===== src/core/lam_pkg.sv =====
// Package with the register map, field layout, reset values and carriers of the limit alarm monitor.
package lam_pkg;
    localparam int LAM_NCH = 8;
    localparam int LAM_NTEMP = 3;
    localparam int LAM_DW = 12;
    localparam int LAM_CW = 8;
    // Register byte offsets on the Wishbone bus.
    localparam logic [7:0] LAM_OFS_GSTAT = 8'h00;
    localparam logic [7:0] LAM_OFS_ALIVE = 8'h04;
    localparam logic [7:0] LAM_OFS_ISTAT = 8'h08;
    localparam logic [7:0] LAM_OFS_IMASK = 8'h0c;
    localparam logic [7:0] LAM_OFS_ROUTE = 8'h10;
    localparam logic [7:0] LAM_OFS_OCFG = 8'h14;
    localparam logic [7:0] LAM_OFS_FILT = 8'h18;
    localparam logic [7:0] LAM_OFS_LIM = 8'h20;
    localparam logic [2:0] LAM_LIM_PAGE = 3'h1;
    // Field positions.
    localparam int LAM_LIM_LO_LSB = 0;
    localparam int LAM_LIM_HI_LSB = 16;
    localparam int LAM_FILT_CH_LSB = 0;
    localparam int LAM_FILT_TEMP_LSB = 8;
    localparam int LAM_OCFG_POL_BIT = 0;
    // Values after reset.
    localparam logic [LAM_CW-1:0] LAM_RST_CH_COUNT = 8'h10;
    localparam logic [LAM_CW-1:0] LAM_RST_TEMP_COUNT = 8'h04;
    localparam logic [LAM_DW-1:0] LAM_RST_LIM_LO = 12'h000;
    localparam logic [LAM_DW-1:0] LAM_RST_LIM_HI = 12'hfff;
    localparam logic [LAM_NCH-1:0] LAM_RST_MASK = 8'h00;
    localparam logic [LAM_NCH-1:0] LAM_RST_ROUTE = 8'h00;
    localparam logic LAM_RST_POL = 1'b0;

    // One conversion result from the converter sequencer.
    typedef struct packed {
        logic valid;
        logic [2:0] ch;
        logic [LAM_DW-1:0] data;
    } lam_conv_t;

    // Live condition levels shown in the general status register.
    typedef struct packed {
        logic global_data_available_flag;
        logic sleep_two;
        logic sleep_one;
        logic power_amp_on_flag;
    } lam_gstat_t;
endpackage


===== src/core/lam_limit_alarm_monitor.sv =====
// Limit alarm monitor: window compare, consecutive-sample filter, alarm pin and Wishbone registers.
// Summary of operation
// - Flag alarm when value leaves limit window.
// - Channel alarm after configurable consecutive count, default sixteen.
// - Temperature inputs own filter, default four.
// - Per-source routing enable drives alarm pin.
// - Alarm pin active low; polarity bit inverts.
// - General status flags zero at reset.
// - Host writes limits, reads alarm states.
//
// Implementation choices: the Wishbone interface to the registers and the register offsets.
`timescale 1ns/1ps
module lam_limit_alarm_monitor
    import lam_pkg::*;
(
    // Clock and reset.
    input wire logic clk_i,
    input wire logic rst_i,
    // Wishbone slave.
    input wire logic cyc_i,
    input wire logic stb_i,
    input wire logic we_i,
    input wire logic [7:0] adr_i,
    input wire logic [3:0] sel_i,
    input wire logic [31:0] dat_i,
    output logic [31:0] dat_o,
    output logic ack_o,
    // Conversion results and condition levels.
    input wire lam_conv_t conv_i,
    input wire lam_gstat_t gstat_i,
    // Alarm pin and interrupt.
    output logic alarm_out_o,
    output logic irq_o
);
    logic [LAM_DW-1:0] lim_lo_ff [LAM_NCH];
    logic [LAM_DW-1:0] lim_hi_ff [LAM_NCH];
    logic [LAM_CW-1:0] cnt_ff [LAM_NCH];
    logic [LAM_NCH-1:0] alarm_ff;
    logic [LAM_NCH-1:0] istat_ff;
    logic [LAM_NCH-1:0] imask_ff;
    logic [LAM_NCH-1:0] route_ff;
    logic pol_ff;
    logic [LAM_CW-1:0] ch_count_ff;
    logic [LAM_CW-1:0] temp_count_ff;
    lam_gstat_t gstat_ff;
    logic ack_ff;
    logic [31:0] rdat_ff;
    logic alarm_pin_ff;
    logic irq_ff;
    logic acc;
    logic wr;
    logic lim_sel;
    logic [2:0] lim_idx;
    logic conv_out;
    logic [LAM_CW-1:0] conv_thr;
    logic [LAM_NCH-1:0] nxt_alarm;
    logic [LAM_NCH-1:0] alarm_rise;
    logic [LAM_NCH-1:0] w1c;
    logic [31:0] nxt_rdat;
    logic [31:0] lim_word;
    logic [31:0] w1c_word;
    logic [31:0] imask_word;
    logic [31:0] route_word;
    logic [31:0] ocfg_word;
    logic [31:0] filt_word;
    logic [31:0] lim_wr_word;

    // Byte-lane merge of a write into the old register contents.
    function automatic logic [31:0] wmerge(input logic [31:0] old, input logic [31:0] wd, input logic [3:0] sel);
        logic [31:0] r;
        r = old;
        for (int b = 0; b < 4; b++) begin
            if (sel[b]) begin
                r[8*b +: 8] = wd[8*b +: 8];
            end
        end
        return r;
    endfunction

    // Consecutive-sample count that a channel must reach; zero acts as one.
    function automatic logic [LAM_CW-1:0] thr_of(input logic [2:0] ch, input logic [LAM_CW-1:0] cc,
                                                input logic [LAM_CW-1:0] tc);
        logic [LAM_CW-1:0] t;
        t = (32'(ch) < LAM_NTEMP) ? tc : cc;
        return (t == '0) ? LAM_CW'(1) : t;
    endfunction

    assign acc = cyc_i && stb_i && !ack_ff;
    assign wr = acc && we_i;
    assign lim_sel = (adr_i[7:5] == LAM_LIM_PAGE);
    assign lim_idx = adr_i[4:2];
    assign lim_word = {4'h0, lim_hi_ff[lim_idx], 4'h0, lim_lo_ff[lim_idx]};

    // Write data merged by byte lane into each register's present word, the clear mask into zero. The registers
    // take their fields from these words, so a partial write keeps the untouched lanes.
    assign w1c_word = wmerge(32'h0, dat_i, sel_i);
    assign imask_word = wmerge(32'(imask_ff), dat_i, sel_i);
    assign route_word = wmerge(32'(route_ff), dat_i, sel_i);
    assign ocfg_word = wmerge(32'(pol_ff), dat_i, sel_i);
    assign filt_word = wmerge({16'h0, temp_count_ff, ch_count_ff}, dat_i, sel_i);
    assign lim_wr_word = wmerge(lim_word, dat_i, sel_i);

    // Window compare of the incoming result.
    assign conv_out = (conv_i.data > lim_hi_ff[conv_i.ch]) || (conv_i.data < lim_lo_ff[conv_i.ch]);
    assign conv_thr = thr_of(conv_i.ch, ch_count_ff, temp_count_ff);

    // Consecutive-sample counters. The count saturates at the threshold so that a
    // long excursion never wraps back below it and drops the alarm.
    always_ff @(posedge clk_i) begin
        if (rst_i) begin
            for (int i = 0; i < LAM_NCH; i++) begin
                cnt_ff[i] <= '0;
            end
        end else if (conv_i.valid) begin
            if (!conv_out) begin
                cnt_ff[conv_i.ch] <= '0;
            end else if (cnt_ff[conv_i.ch] < conv_thr) begin
                cnt_ff[conv_i.ch] <= cnt_ff[conv_i.ch] + LAM_CW'(1);
            end
        end
    end

    always_comb begin
        nxt_alarm = alarm_ff;
        if (conv_i.valid) begin
            if (!conv_out) begin
                nxt_alarm[conv_i.ch] = 1'b0;
            end else if (cnt_ff[conv_i.ch] + LAM_CW'(1) >= conv_thr) begin
                nxt_alarm[conv_i.ch] = 1'b1;
            end
        end
    end

    assign alarm_rise = nxt_alarm & ~alarm_ff;

    // Alarms track every channel whose results arrive on the conversion input.
    always_ff @(posedge clk_i) begin
        if (rst_i) begin
            alarm_ff <= '0;
        end else begin
            alarm_ff <= nxt_alarm;
        end
    end

    // Alarm pin: routed alarms drive it to the active level, low unless inverted.
    always_ff @(posedge clk_i) begin
        if (rst_i) begin
            alarm_pin_ff <= 1'b1;
        end else begin
            alarm_pin_ff <= (|(alarm_ff & route_ff)) ~^ pol_ff;
        end
    end

    assign alarm_out_o = alarm_pin_ff;

    // Condition flags are sampled so a read sees a stable word.
    always_ff @(posedge clk_i) begin
        if (rst_i) begin
            gstat_ff <= '0;
        end else begin
            gstat_ff <= gstat_i;
        end
    end

    // Sticky interrupt status; a new alarm in the same cycle as its clear stays set.
    assign w1c = (wr && adr_i == LAM_OFS_ISTAT) ? w1c_word[LAM_NCH-1:0] : '0;

    always_ff @(posedge clk_i) begin
        if (rst_i) begin
            istat_ff <= '0;
        end else begin
            istat_ff <= (istat_ff & ~w1c) | alarm_rise;
        end
    end

    always_ff @(posedge clk_i) begin
        if (rst_i) begin
            irq_ff <= 1'b0;
        end else begin
            irq_ff <= |(istat_ff & imask_ff);
        end
    end

    assign irq_o = irq_ff;

    // Control registers.
    always_ff @(posedge clk_i) begin
        if (rst_i) begin
            imask_ff <= LAM_RST_MASK;
            route_ff <= LAM_RST_ROUTE;
            pol_ff <= LAM_RST_POL;
            ch_count_ff <= LAM_RST_CH_COUNT;
            temp_count_ff <= LAM_RST_TEMP_COUNT;
        end else if (wr) begin
            case (adr_i)
                LAM_OFS_IMASK: begin
                    imask_ff <= imask_word[LAM_NCH-1:0];
                end
                LAM_OFS_ROUTE: begin
                    route_ff <= route_word[LAM_NCH-1:0];
                end
                LAM_OFS_OCFG: begin
                    pol_ff <= ocfg_word[LAM_OCFG_POL_BIT];
                end
                LAM_OFS_FILT: begin
                    ch_count_ff <= filt_word[LAM_FILT_CH_LSB +: LAM_CW];
                    temp_count_ff <= filt_word[LAM_FILT_TEMP_LSB +: LAM_CW];
                end
                default: begin
                end
            endcase
        end
    end

    // Limit registers, one word per channel.
    always_ff @(posedge clk_i) begin
        if (rst_i) begin
            for (int i = 0; i < LAM_NCH; i++) begin
                lim_lo_ff[i] <= LAM_RST_LIM_LO;
                lim_hi_ff[i] <= LAM_RST_LIM_HI;
            end
        end else if (wr && lim_sel) begin
            lim_lo_ff[lim_idx] <= lim_wr_word[LAM_LIM_LO_LSB +: LAM_DW];
            lim_hi_ff[lim_idx] <= lim_wr_word[LAM_LIM_HI_LSB +: LAM_DW];
        end
    end

    // Read multiplexer; unmapped offsets answer with zero.
    always_comb begin
        nxt_rdat = 32'h0;
        if (lim_sel) begin
            nxt_rdat = lim_word;
        end else begin
            case (adr_i)
                LAM_OFS_GSTAT: nxt_rdat = 32'(gstat_ff);
                LAM_OFS_ALIVE: nxt_rdat = 32'(alarm_ff);
                LAM_OFS_ISTAT: nxt_rdat = 32'(istat_ff);
                LAM_OFS_IMASK: nxt_rdat = 32'(imask_ff);
                LAM_OFS_ROUTE: nxt_rdat = 32'(route_ff);
                LAM_OFS_OCFG: nxt_rdat = 32'(pol_ff);
                LAM_OFS_FILT: nxt_rdat = {16'h0, temp_count_ff, ch_count_ff};
                default: nxt_rdat = 32'h0;
            endcase
        end
    end

    // Every access is answered one cycle after it is seen, so ack never stalls the master.
    always_ff @(posedge clk_i) begin
        if (rst_i) begin
            ack_ff <= 1'b0;
            rdat_ff <= 32'h0;
        end else begin
            ack_ff <= acc;
            if (acc && !we_i) begin
                rdat_ff <= nxt_rdat;
            end
        end
    end

    assign ack_o = ack_ff;
    assign dat_o = rdat_ff;
endmodule


===== config.mk =====
export PLATFORM = sky130hd
export DESIGN_NAME = lam_limit_alarm_monitor
export DESIGN_NICKNAME = d
export VERILOG_FILES = /design/src/core/lam_pkg.sv /design/src/core/lam_limit_alarm_monitor.sv
export SDC_FILE = /design/constraint.sdc
export NUM_CORES = 1
export LEC_CHECK = 0
export BUFFER_PORTS_ARGS = -buffer_cell sky130_fd_sc_hd__buf_4
export CAP_MARGIN = 15
export CORE_MARGIN = 2
export CORE_UTILIZATION = 65
export CTS_BUF_LIST = sky130_fd_sc_hd__clkbuf_8
export CTS_CLUSTER_DIAMETER = 30
export DETAILED_ROUTE_END_ITERATION = 6
export PLACE_DENSITY_LB_ADDON = 0.12
export RECOVER_POWER = 25
export SYNTH_ARGS = -nofsm -noshare
export SYNTH_HDL_FRONTEND = slang
export SYNTH_SLANG_ARGS = --single-unit

===== constraint.sdc =====
create_clock -name clk_i -period 8.95 [get_ports clk_i]
set_clock_uncertainty 0.1 [all_clocks]
set_input_delay 0.4475 -clock clk_i [delete_from_list [all_inputs] [get_ports clk_i]]
set_output_delay 0.4475 -clock clk_i [all_outputs]
set_load 0.005 [all_outputs]

Word-level counts from Yosys, hierarchy flattened
Memories as Yosys holds them, arrays and structs flattened.
Cells that the tools add are included.
{"block": "classes", "n_addsub": 1, "n_mul": 0, "div_mod_pow": 0, "n_lt_le_gt_ge": 7, "n_eq_ne": 7, "n_shift": 0, "mux": 39, "n_bitwise": 12, "n_reduce_logical": 22}
{"cell": "case mux 16 bit (7 select lines)", "count": 1}
{"cell": "two-way mux 8 bit", "count": 11}
{"cell": "bitwise AND 8 bit", "count": 5}
{"cell": "two-way mux 28 bit", "count": 1}
{"cell": "equality test 8 x 5 -> 1 bit (second input constant)", "count": 3}
{"cell": "two-way mux 12 bit", "count": 2}
{"cell": "NOT 8 bit", "count": 3}
{"cell": "OR reduction 12 bit", "count": 2}
{"cell": "OR reduction 8 bit", "count": 3}
{"cell": "two-way mux 1 bit", "count": 18}
{"cell": "equality test 8 x 4 -> 1 bit (second input constant)", "count": 2}
{"cell": "logical NOT 8 bit", "count": 2}
{"cell": "OR 8 bit", "count": 2}
{"cell": "AND reduction 3 bit", "count": 5}
{"cell": "> comparator 12 bit", "count": 1}
{"cell": "less-than comparator 12 bit", "count": 1}
{"cell": "two-way mux 3 bit", "count": 3}
{"cell": "adder 8 x 1 -> 8 bit (second input constant)", "count": 1}
{"cell": "equality test 8 x 3 -> 1 bit (second input constant)", "count": 1}
{"cell": ">= comparator 8 bit", "count": 1}
{"cell": "less-than comparator 8 bit", "count": 1}
{"cell": "two-way mux 4 bit", "count": 2}
{"cell": "logical AND 1 bit", "count": 7}
{"cell": "less-than comparator 3 x 4 -> 1 bit (second input constant)", "count": 1}
{"cell": "other kinds (8)", "count": 9}
{"block": "word_totals", "reg_bits": 88, "latch_bits": 0, "mem_bits_rw": 256, "mem_bits_ro": 0, "inputBits": 69, "output_inout_bits": 35, "word_cells": 106, "memories": 3}
{"memory": "lim_hi_ff", "words": 8, "word_bits": 12, "read_ports": 2, "rd_clocked_by_memory_dff": 0, "wr": 8, "line_no": "lam_limit_alarm_monitor.sv:36", "source": "logic [LAM_DW-1:0] lim_hi_ff [LAM_NCH];"}
{"memory": "lim_lo_ff", "words": 8, "word_bits": 12, "read_ports": 2, "rd_clocked_by_memory_dff": 0, "wr": 8, "line_no": "lam_limit_alarm_monitor.sv:35", "source": "logic [LAM_DW-1:0] lim_lo_ff [LAM_NCH];"}
{"memory": "cnt_ff", "words": 8, "word_bits": 8, "read_ports": 1, "rd_clocked_by_memory_dff": 0, "wr": 8, "line_no": "lam_limit_alarm_monitor.sv:37", "source": "logic [LAM_CW-1:0] cnt_ff [LAM_NCH];"}

Longest topological paths before layout
{"block": "logic_depth", "ltp_word": 13, "ltp_mapped": 19, "depth_no_buf": 14}

Worst setup path after synthesis
Ideal clock, no wire load.
{"block": "synth_timing", "kind": "input to register", "startpoint": "input conv_i[13] in the netlist's numbering", "endpoint": "memory cnt_ff[1][0], enable pin", "setup_time_ps": 404, "t_arrival_ps": 4153, "required_time_ps": 8446, "setup_slack_ps": 4293, "cell_stages": 16, "n_path_buf": 5, "cell_sequence": "buf_6 > buf_6 > buf_8 > buf_4 > inv_2 > nor2_2 > clkbuf_1 > a22oi_1 > and3_1 > ha_1 > and4_1 > nand3_1 > a211oi_1 > a21o_1 > nand3_1 > o311ai_0"}
{"item": "from (decl)", "line_no": "lam_limit_alarm_monitor.sv:29", "source": "input wire lam_conv_t conv_i,"}
{"item": "to (decl)", "line_no": "lam_limit_alarm_monitor.sv:37"}

==> impl_summary.md <==
Outcome
The run finished, with violations left. The checks that failed: DRC, capacitance limit, slew limit.

Place
The weighted congestion at the end of routability-driven global placement is 0.890. The number of port buffers is 95. The post-placement cell area is 18200 um2.

The post-detailed-placement half-perimeter wirelength is 33500 um. The total instance count after detailed placement is 1809.

Clock network
The number of setup buffers added after CTS is 0. The number of buffers inserted during clock tree synthesis is 73. Counting every sink on the clock net gives 340. TritonCTS built the clock tree. The count of H-tree levels built during CTS is 3. Clock latency on the worst-skew pair, taken at its later pin, is 620 ps. The buffer depth of the longest clock path is 3. The cell sitting at the root of the clock tree is a sky130_fd_sc_hd__clkbuf_8. The count of hold buffers inserted by post-cts repair is 9. After clock tree synthesis, the clock-pin slew on the worst setup and hold paths is 50 ps. The number of gates given a new drive strength after cts is 0.

Critical path
By instance count, the cell type seen most on the critical path is sky130_fd_sc_hd__clkbuf_1. The start-to-end type of the worst setup path is primary input to flop. The largest incremental delay on the critical path is 2370 ps. The number of cells on the worst reg-to-reg path is 12. The critical path goes through clkbuf_1 > inv_1 > clkbuf_1 > nand2_1 > buf_4. Data on the critical path arrives at its endpoint at 6030 ps. The cell with the largest stage delay on the worst path is sky130_fd_sc_hd__clkbuf_1. The type of element capturing the critical path is a flop.

Across all register-to-register paths, the minimum setup slack is 4630 ps. The worst setup path is launched from a primary input. The capturing point of the worst reg2reg path is alarm_ff[7].

The launch instance of the worst register-to-register path is cnt_ff[4][0]. Along the worst path, the maximum fanout reaches 76. At the worst endpoint, the required time is 9110 ps.

Worst hold path
The startpoint identified for the worst hold timing path is dat_i[13]. For hold timing, the worst endpoint is temp_count_ff[5]. Along the worst hold path, the cell count comes to 3. The class of the tightest hold or removal check is primary input to flop.

Finish
The number of cells in the finished layout apart from fillers is 1955. Cells fill 76.0% of the core in the end. Counting the fill cells in the layout gives 1761.

The post-route netlist has 21.4% of its cells at a drive strength greater than 1. The post-synthesis to final-layout area growth is 14.7%. 0 antenna diodes ended up in the layout. The final layout contains 1669 nets. After routing the design area is 19900 um2.

Synth
The cell area after technology mapping is 17300 um2. Yosys printed 0 warnings. The synthesized design contains 340 register bits. For this run, asynchronously set or reset flops after synthesis account for 0%. The number of cells produced by synthesis is 1445. The sequential share of the synthesized area is 54.1%.

The top flip-flop cell by instance count after synthesis is sky130_fd_sc_hd__edfxtp_1. The number of flops mapped to enable cells by yosys is 256. The mean instance size in the synthesized netlist is 12.0 um2. Counting distinct cell types in the post-synthesis netlist gives 77.

Detailed routing
The DRC violation total after the first TritonRoute iteration is 2229. The aggregate routed wire length is 52800 um. The sum of met2 wire segment lengths after detailed routing is 24200 um. The count of nets left with antenna violations once routing finished came out at 0. The total routed wire length on the met1 layer is 18600 um. The wire length per cell is 27.0 um. The final routed DRC violation total is 11. The total number of vias is 13700. Before antenna repair, the detailed router went through 7 iterations. The vias per cell is 7.01.

The total length of routed met3 wires is 7230 um. Signal routing reaches up to met4.

STA
The post-route minimum period is 5860 ps. The final number of max-transition violations came to 77. Setup repair after global routing left no endpoint under its margin. The count of endpoints failing setup in the final report is 0. On the final layout, the worst hold slack is 8.96 ps.

The worst-case headroom to the max-slew limit is -129%. The transition at the pin with the smallest max-transition slack is 3440 ps. Derived from the worst setup path, the maximum achievable clock frequency is 171 MHz. The total negative slack for setup checks is 0 ps.

The final worst-path cycle share is 65.5%. The final hold violation count was 0.

GRT
The first-pass GRT wire length is 79800 um. The number of antenna violations at the first check in global routing was 0. Entering global routing, the biggest net connects 77 pins. The number of global-route vias before repair was 13600. The overall global routing resource usage is 38.1%.

The remaining global-route overflow is 0.

Floorplan
The die span in x is 167 um. The area enclosed by the die boundary is 27900 um2. The starting utilization of the core area is 66.2%.

The boundary pin count is 104. The initialized floorplan defines 59 standard-cell rows. The total area inside the core boundary comes to 26100 um2. From bottom edge to top edge, the die measures 167 um.

Pwr
VDD sags by at most 0.140 mV. The power per cell area is 200 nW/um2. The power share of the combinational group is 11.0%.

Of the total power, the clock network draws 45.0%. For this design the total switching power over the nets is 1.04 mW. The switching share of power is 26.3%.

The internal power of the cells totals 2.93 mW. The reported leakage power is 6.67 nW. The part of the power in registers is 44.0%.

Job
The max-capacitance violation count is 1.
[cell usage in the layout, fill, tap and decap left out, types with 24 or more instances in the layout]
cell type                  Yosys  layout
sky130_fd_sc_hd__nand3_1      28      28
sky130_fd_sc_hd__nor3_1       51      51
sky130_fd_sc_hd__nor2_1      182     181
sky130_fd_sc_hd__buf_4         8      87
sky130_fd_sc_hd__clkbuf_4      0      26
sky130_fd_sc_hd__mux4_2       56      56
sky130_fd_sc_hd__mux2_2       31      31
sky130_fd_sc_hd__edfxtp_1    256     256
sky130_fd_sc_hd__a22oi_1      89      89
sky130_fd_sc_hd__a221oi_1     24      24
sky130_fd_sc_hd__mux2i_1      85      85
sky130_fd_sc_hd__clkbuf_8      0      78
sky130_fd_sc_hd__ha_1         40      40
sky130_fd_sc_hd__and3_1       24      24
sky130_fd_sc_hd__dfxtp_1      84      84
sky130_fd_sc_hd__inv_1        11      26
sky130_fd_sc_hd__a21oi_1      34      34
sky130_fd_sc_hd__nand2_1     157     154
[worst max-delay path, delay by kind of cell]
family | cells | cell delay, ps
and+or+nand+nor | 1 | 830
buffers and inverters | 4 | 4660
[metal layers]
layer	global-route usage (%)	vias to the layer above
li1	-	5797
met3	8.67	238
met5	0	-
met2	59.9	1098
met1	51.0	6572
met4	17.7	0
[worst max path at each step]
stage	start	slack (ps)	to	depth (start not counted)
CTS	conv_i[12]	3970	cnt_ff[6][5]	15
detailed placement	conv_i[12]	3400	cnt_ff[1][6]	14
finish	rst_i	3090	lim_lo_ff[6][4]	5
global route	rst_i	2870	lim_lo_ff[6][3]	5
global placement	conv_i[12]	3540	cnt_ff[6][7]	15
floorplan	conv_i[13]	4290	cnt_ff[1][0]	16
[stage by stage]
stage	setup slack, ps	power (mW)
4_1_cts	3970	3.96
2_1_floorplan	4290	2.05
3_5_place_dp	3400	2.20
6_report	3090	3.97
5_1_grt	2870	4.07
3_3_place_gp	3540	2.19
[cells in the mapped netlist, types with 3 or more instances]
cell type / count / area [um2]
sky130_fd_sc_hd__a211oi_1: 12 / 90.1
sky130_fd_sc_hd__a21o_1: 5 / 37.5
sky130_fd_sc_hd__a21oi_1: 34 / 170
sky130_fd_sc_hd__a221oi_1: 24 / 210
sky130_fd_sc_hd__a22o_1: 19 / 166
sky130_fd_sc_hd__a22oi_1: 89 / 668
sky130_fd_sc_hd__a31oi_1: 3 / 18.8
sky130_fd_sc_hd__and3_1: 24 / 150
sky130_fd_sc_hd__and4_1: 5 / 43.8
sky130_fd_sc_hd__buf_1: 11 / 41.3
sky130_fd_sc_hd__buf_2: 23 / 115
sky130_fd_sc_hd__buf_4: 8 / 60.1
sky130_fd_sc_hd__buf_6: 7 / 78.8
sky130_fd_sc_hd__clkbuf_1: 51 / 191
sky130_fd_sc_hd__dfxtp_1: 84 / 1680
sky130_fd_sc_hd__edfxtp_1: 256 / 7690
sky130_fd_sc_hd__ha_1: 40 / 500
sky130_fd_sc_hd__inv_1: 11 / 41.3
sky130_fd_sc_hd__mux2_2: 31 / 349
sky130_fd_sc_hd__mux2i_1: 85 / 851
sky130_fd_sc_hd__mux4_2: 56 / 1260
sky130_fd_sc_hd__nand2_1: 157 / 589
sky130_fd_sc_hd__nand2b_1: 7 / 43.8
sky130_fd_sc_hd__nand3_1: 28 / 140
sky130_fd_sc_hd__nand3b_1: 8 / 60.1
sky130_fd_sc_hd__nand4_1: 5 / 31.3
sky130_fd_sc_hd__nor2_1: 182 / 683
sky130_fd_sc_hd__nor2_2: 4 / 25.0
sky130_fd_sc_hd__nor2b_1: 7 / 43.8
sky130_fd_sc_hd__nor3_1: 51 / 255
sky130_fd_sc_hd__nor3_2: 3 / 30.0
sky130_fd_sc_hd__nor3b_1: 9 / 67.6
sky130_fd_sc_hd__nor4_1: 11 / 68.8
sky130_fd_sc_hd__o211ai_1: 7 / 52.6
sky130_fd_sc_hd__o21a_1: 3 / 22.5
sky130_fd_sc_hd__o21ai_0: 14 / 70.1
sky130_fd_sc_hd__o21ai_1: 3 / 15.0
sky130_fd_sc_hd__o221ai_1: 6 / 52.6
sky130_fd_sc_hd__o22ai_1: 5 / 31.3
sky130_fd_sc_hd__o311ai_0: 6 / 52.6
sky130_fd_sc_hd__xor2_1: 3 / 26.3
[sequential cells by signal, indices dropped and copies added (netlist names), 4 cells and up]
name	flops
gstat_ff	4
dat_o	28
istat_ff	8
alarm_ff	8
lim_lo_ff	96
imask_ff	8
ch_count_ff	8
temp_count_ff	8
route_ff	8
cnt_ff	64
lim_hi_ff	96
[power groups by stage]
stage	registers (mW)	clock network, mW	logic, mW
global placement	1.78	0	0.409
finish	1.75	1.79	0.437
floorplan	1.77	0	0.275
CTS	1.75	1.79	0.425
detailed placement	1.78	0	0.418
global route	1.75	1.86	0.462
[cells by family (layout without fill, tap and decap cells)]
family                     count (synthesis)  after routing  share of synthesized area (%)
muxes                                    174            174                           14.5
and+or+nand+nor                          521            521                           14.1
xor gates and xnor gates                   6              6                          0.391
buffers and inverters                    115            287                           3.22
AOI/OAI and AO/OA                        248            248                           10.7
adders and majority gates                 40             40                           2.89
other                                      1              4                         0.0217
DFF                                      340            340                           54.1
[area by class of cell]
| type | instances | area (um2) | area share (%) |
|---|---|---|---|
| Inverter | 14 | 55.1 | 0.277 |
| Tap cell | 335 | 419 | 2.11 |
| Multi-Input combinational cell | 993 | 7440 | 37.5 |
| Clock buffer | 78 | 1070 | 5.41 |
| Clock inverter | 57 | 495 | 2.50 |
| Timing Repair Buffer | 138 | 998 | 5.03 |
| Sequential cell | 340 | 9370 | 47.2 |
(Power assumes the default switching activity.)
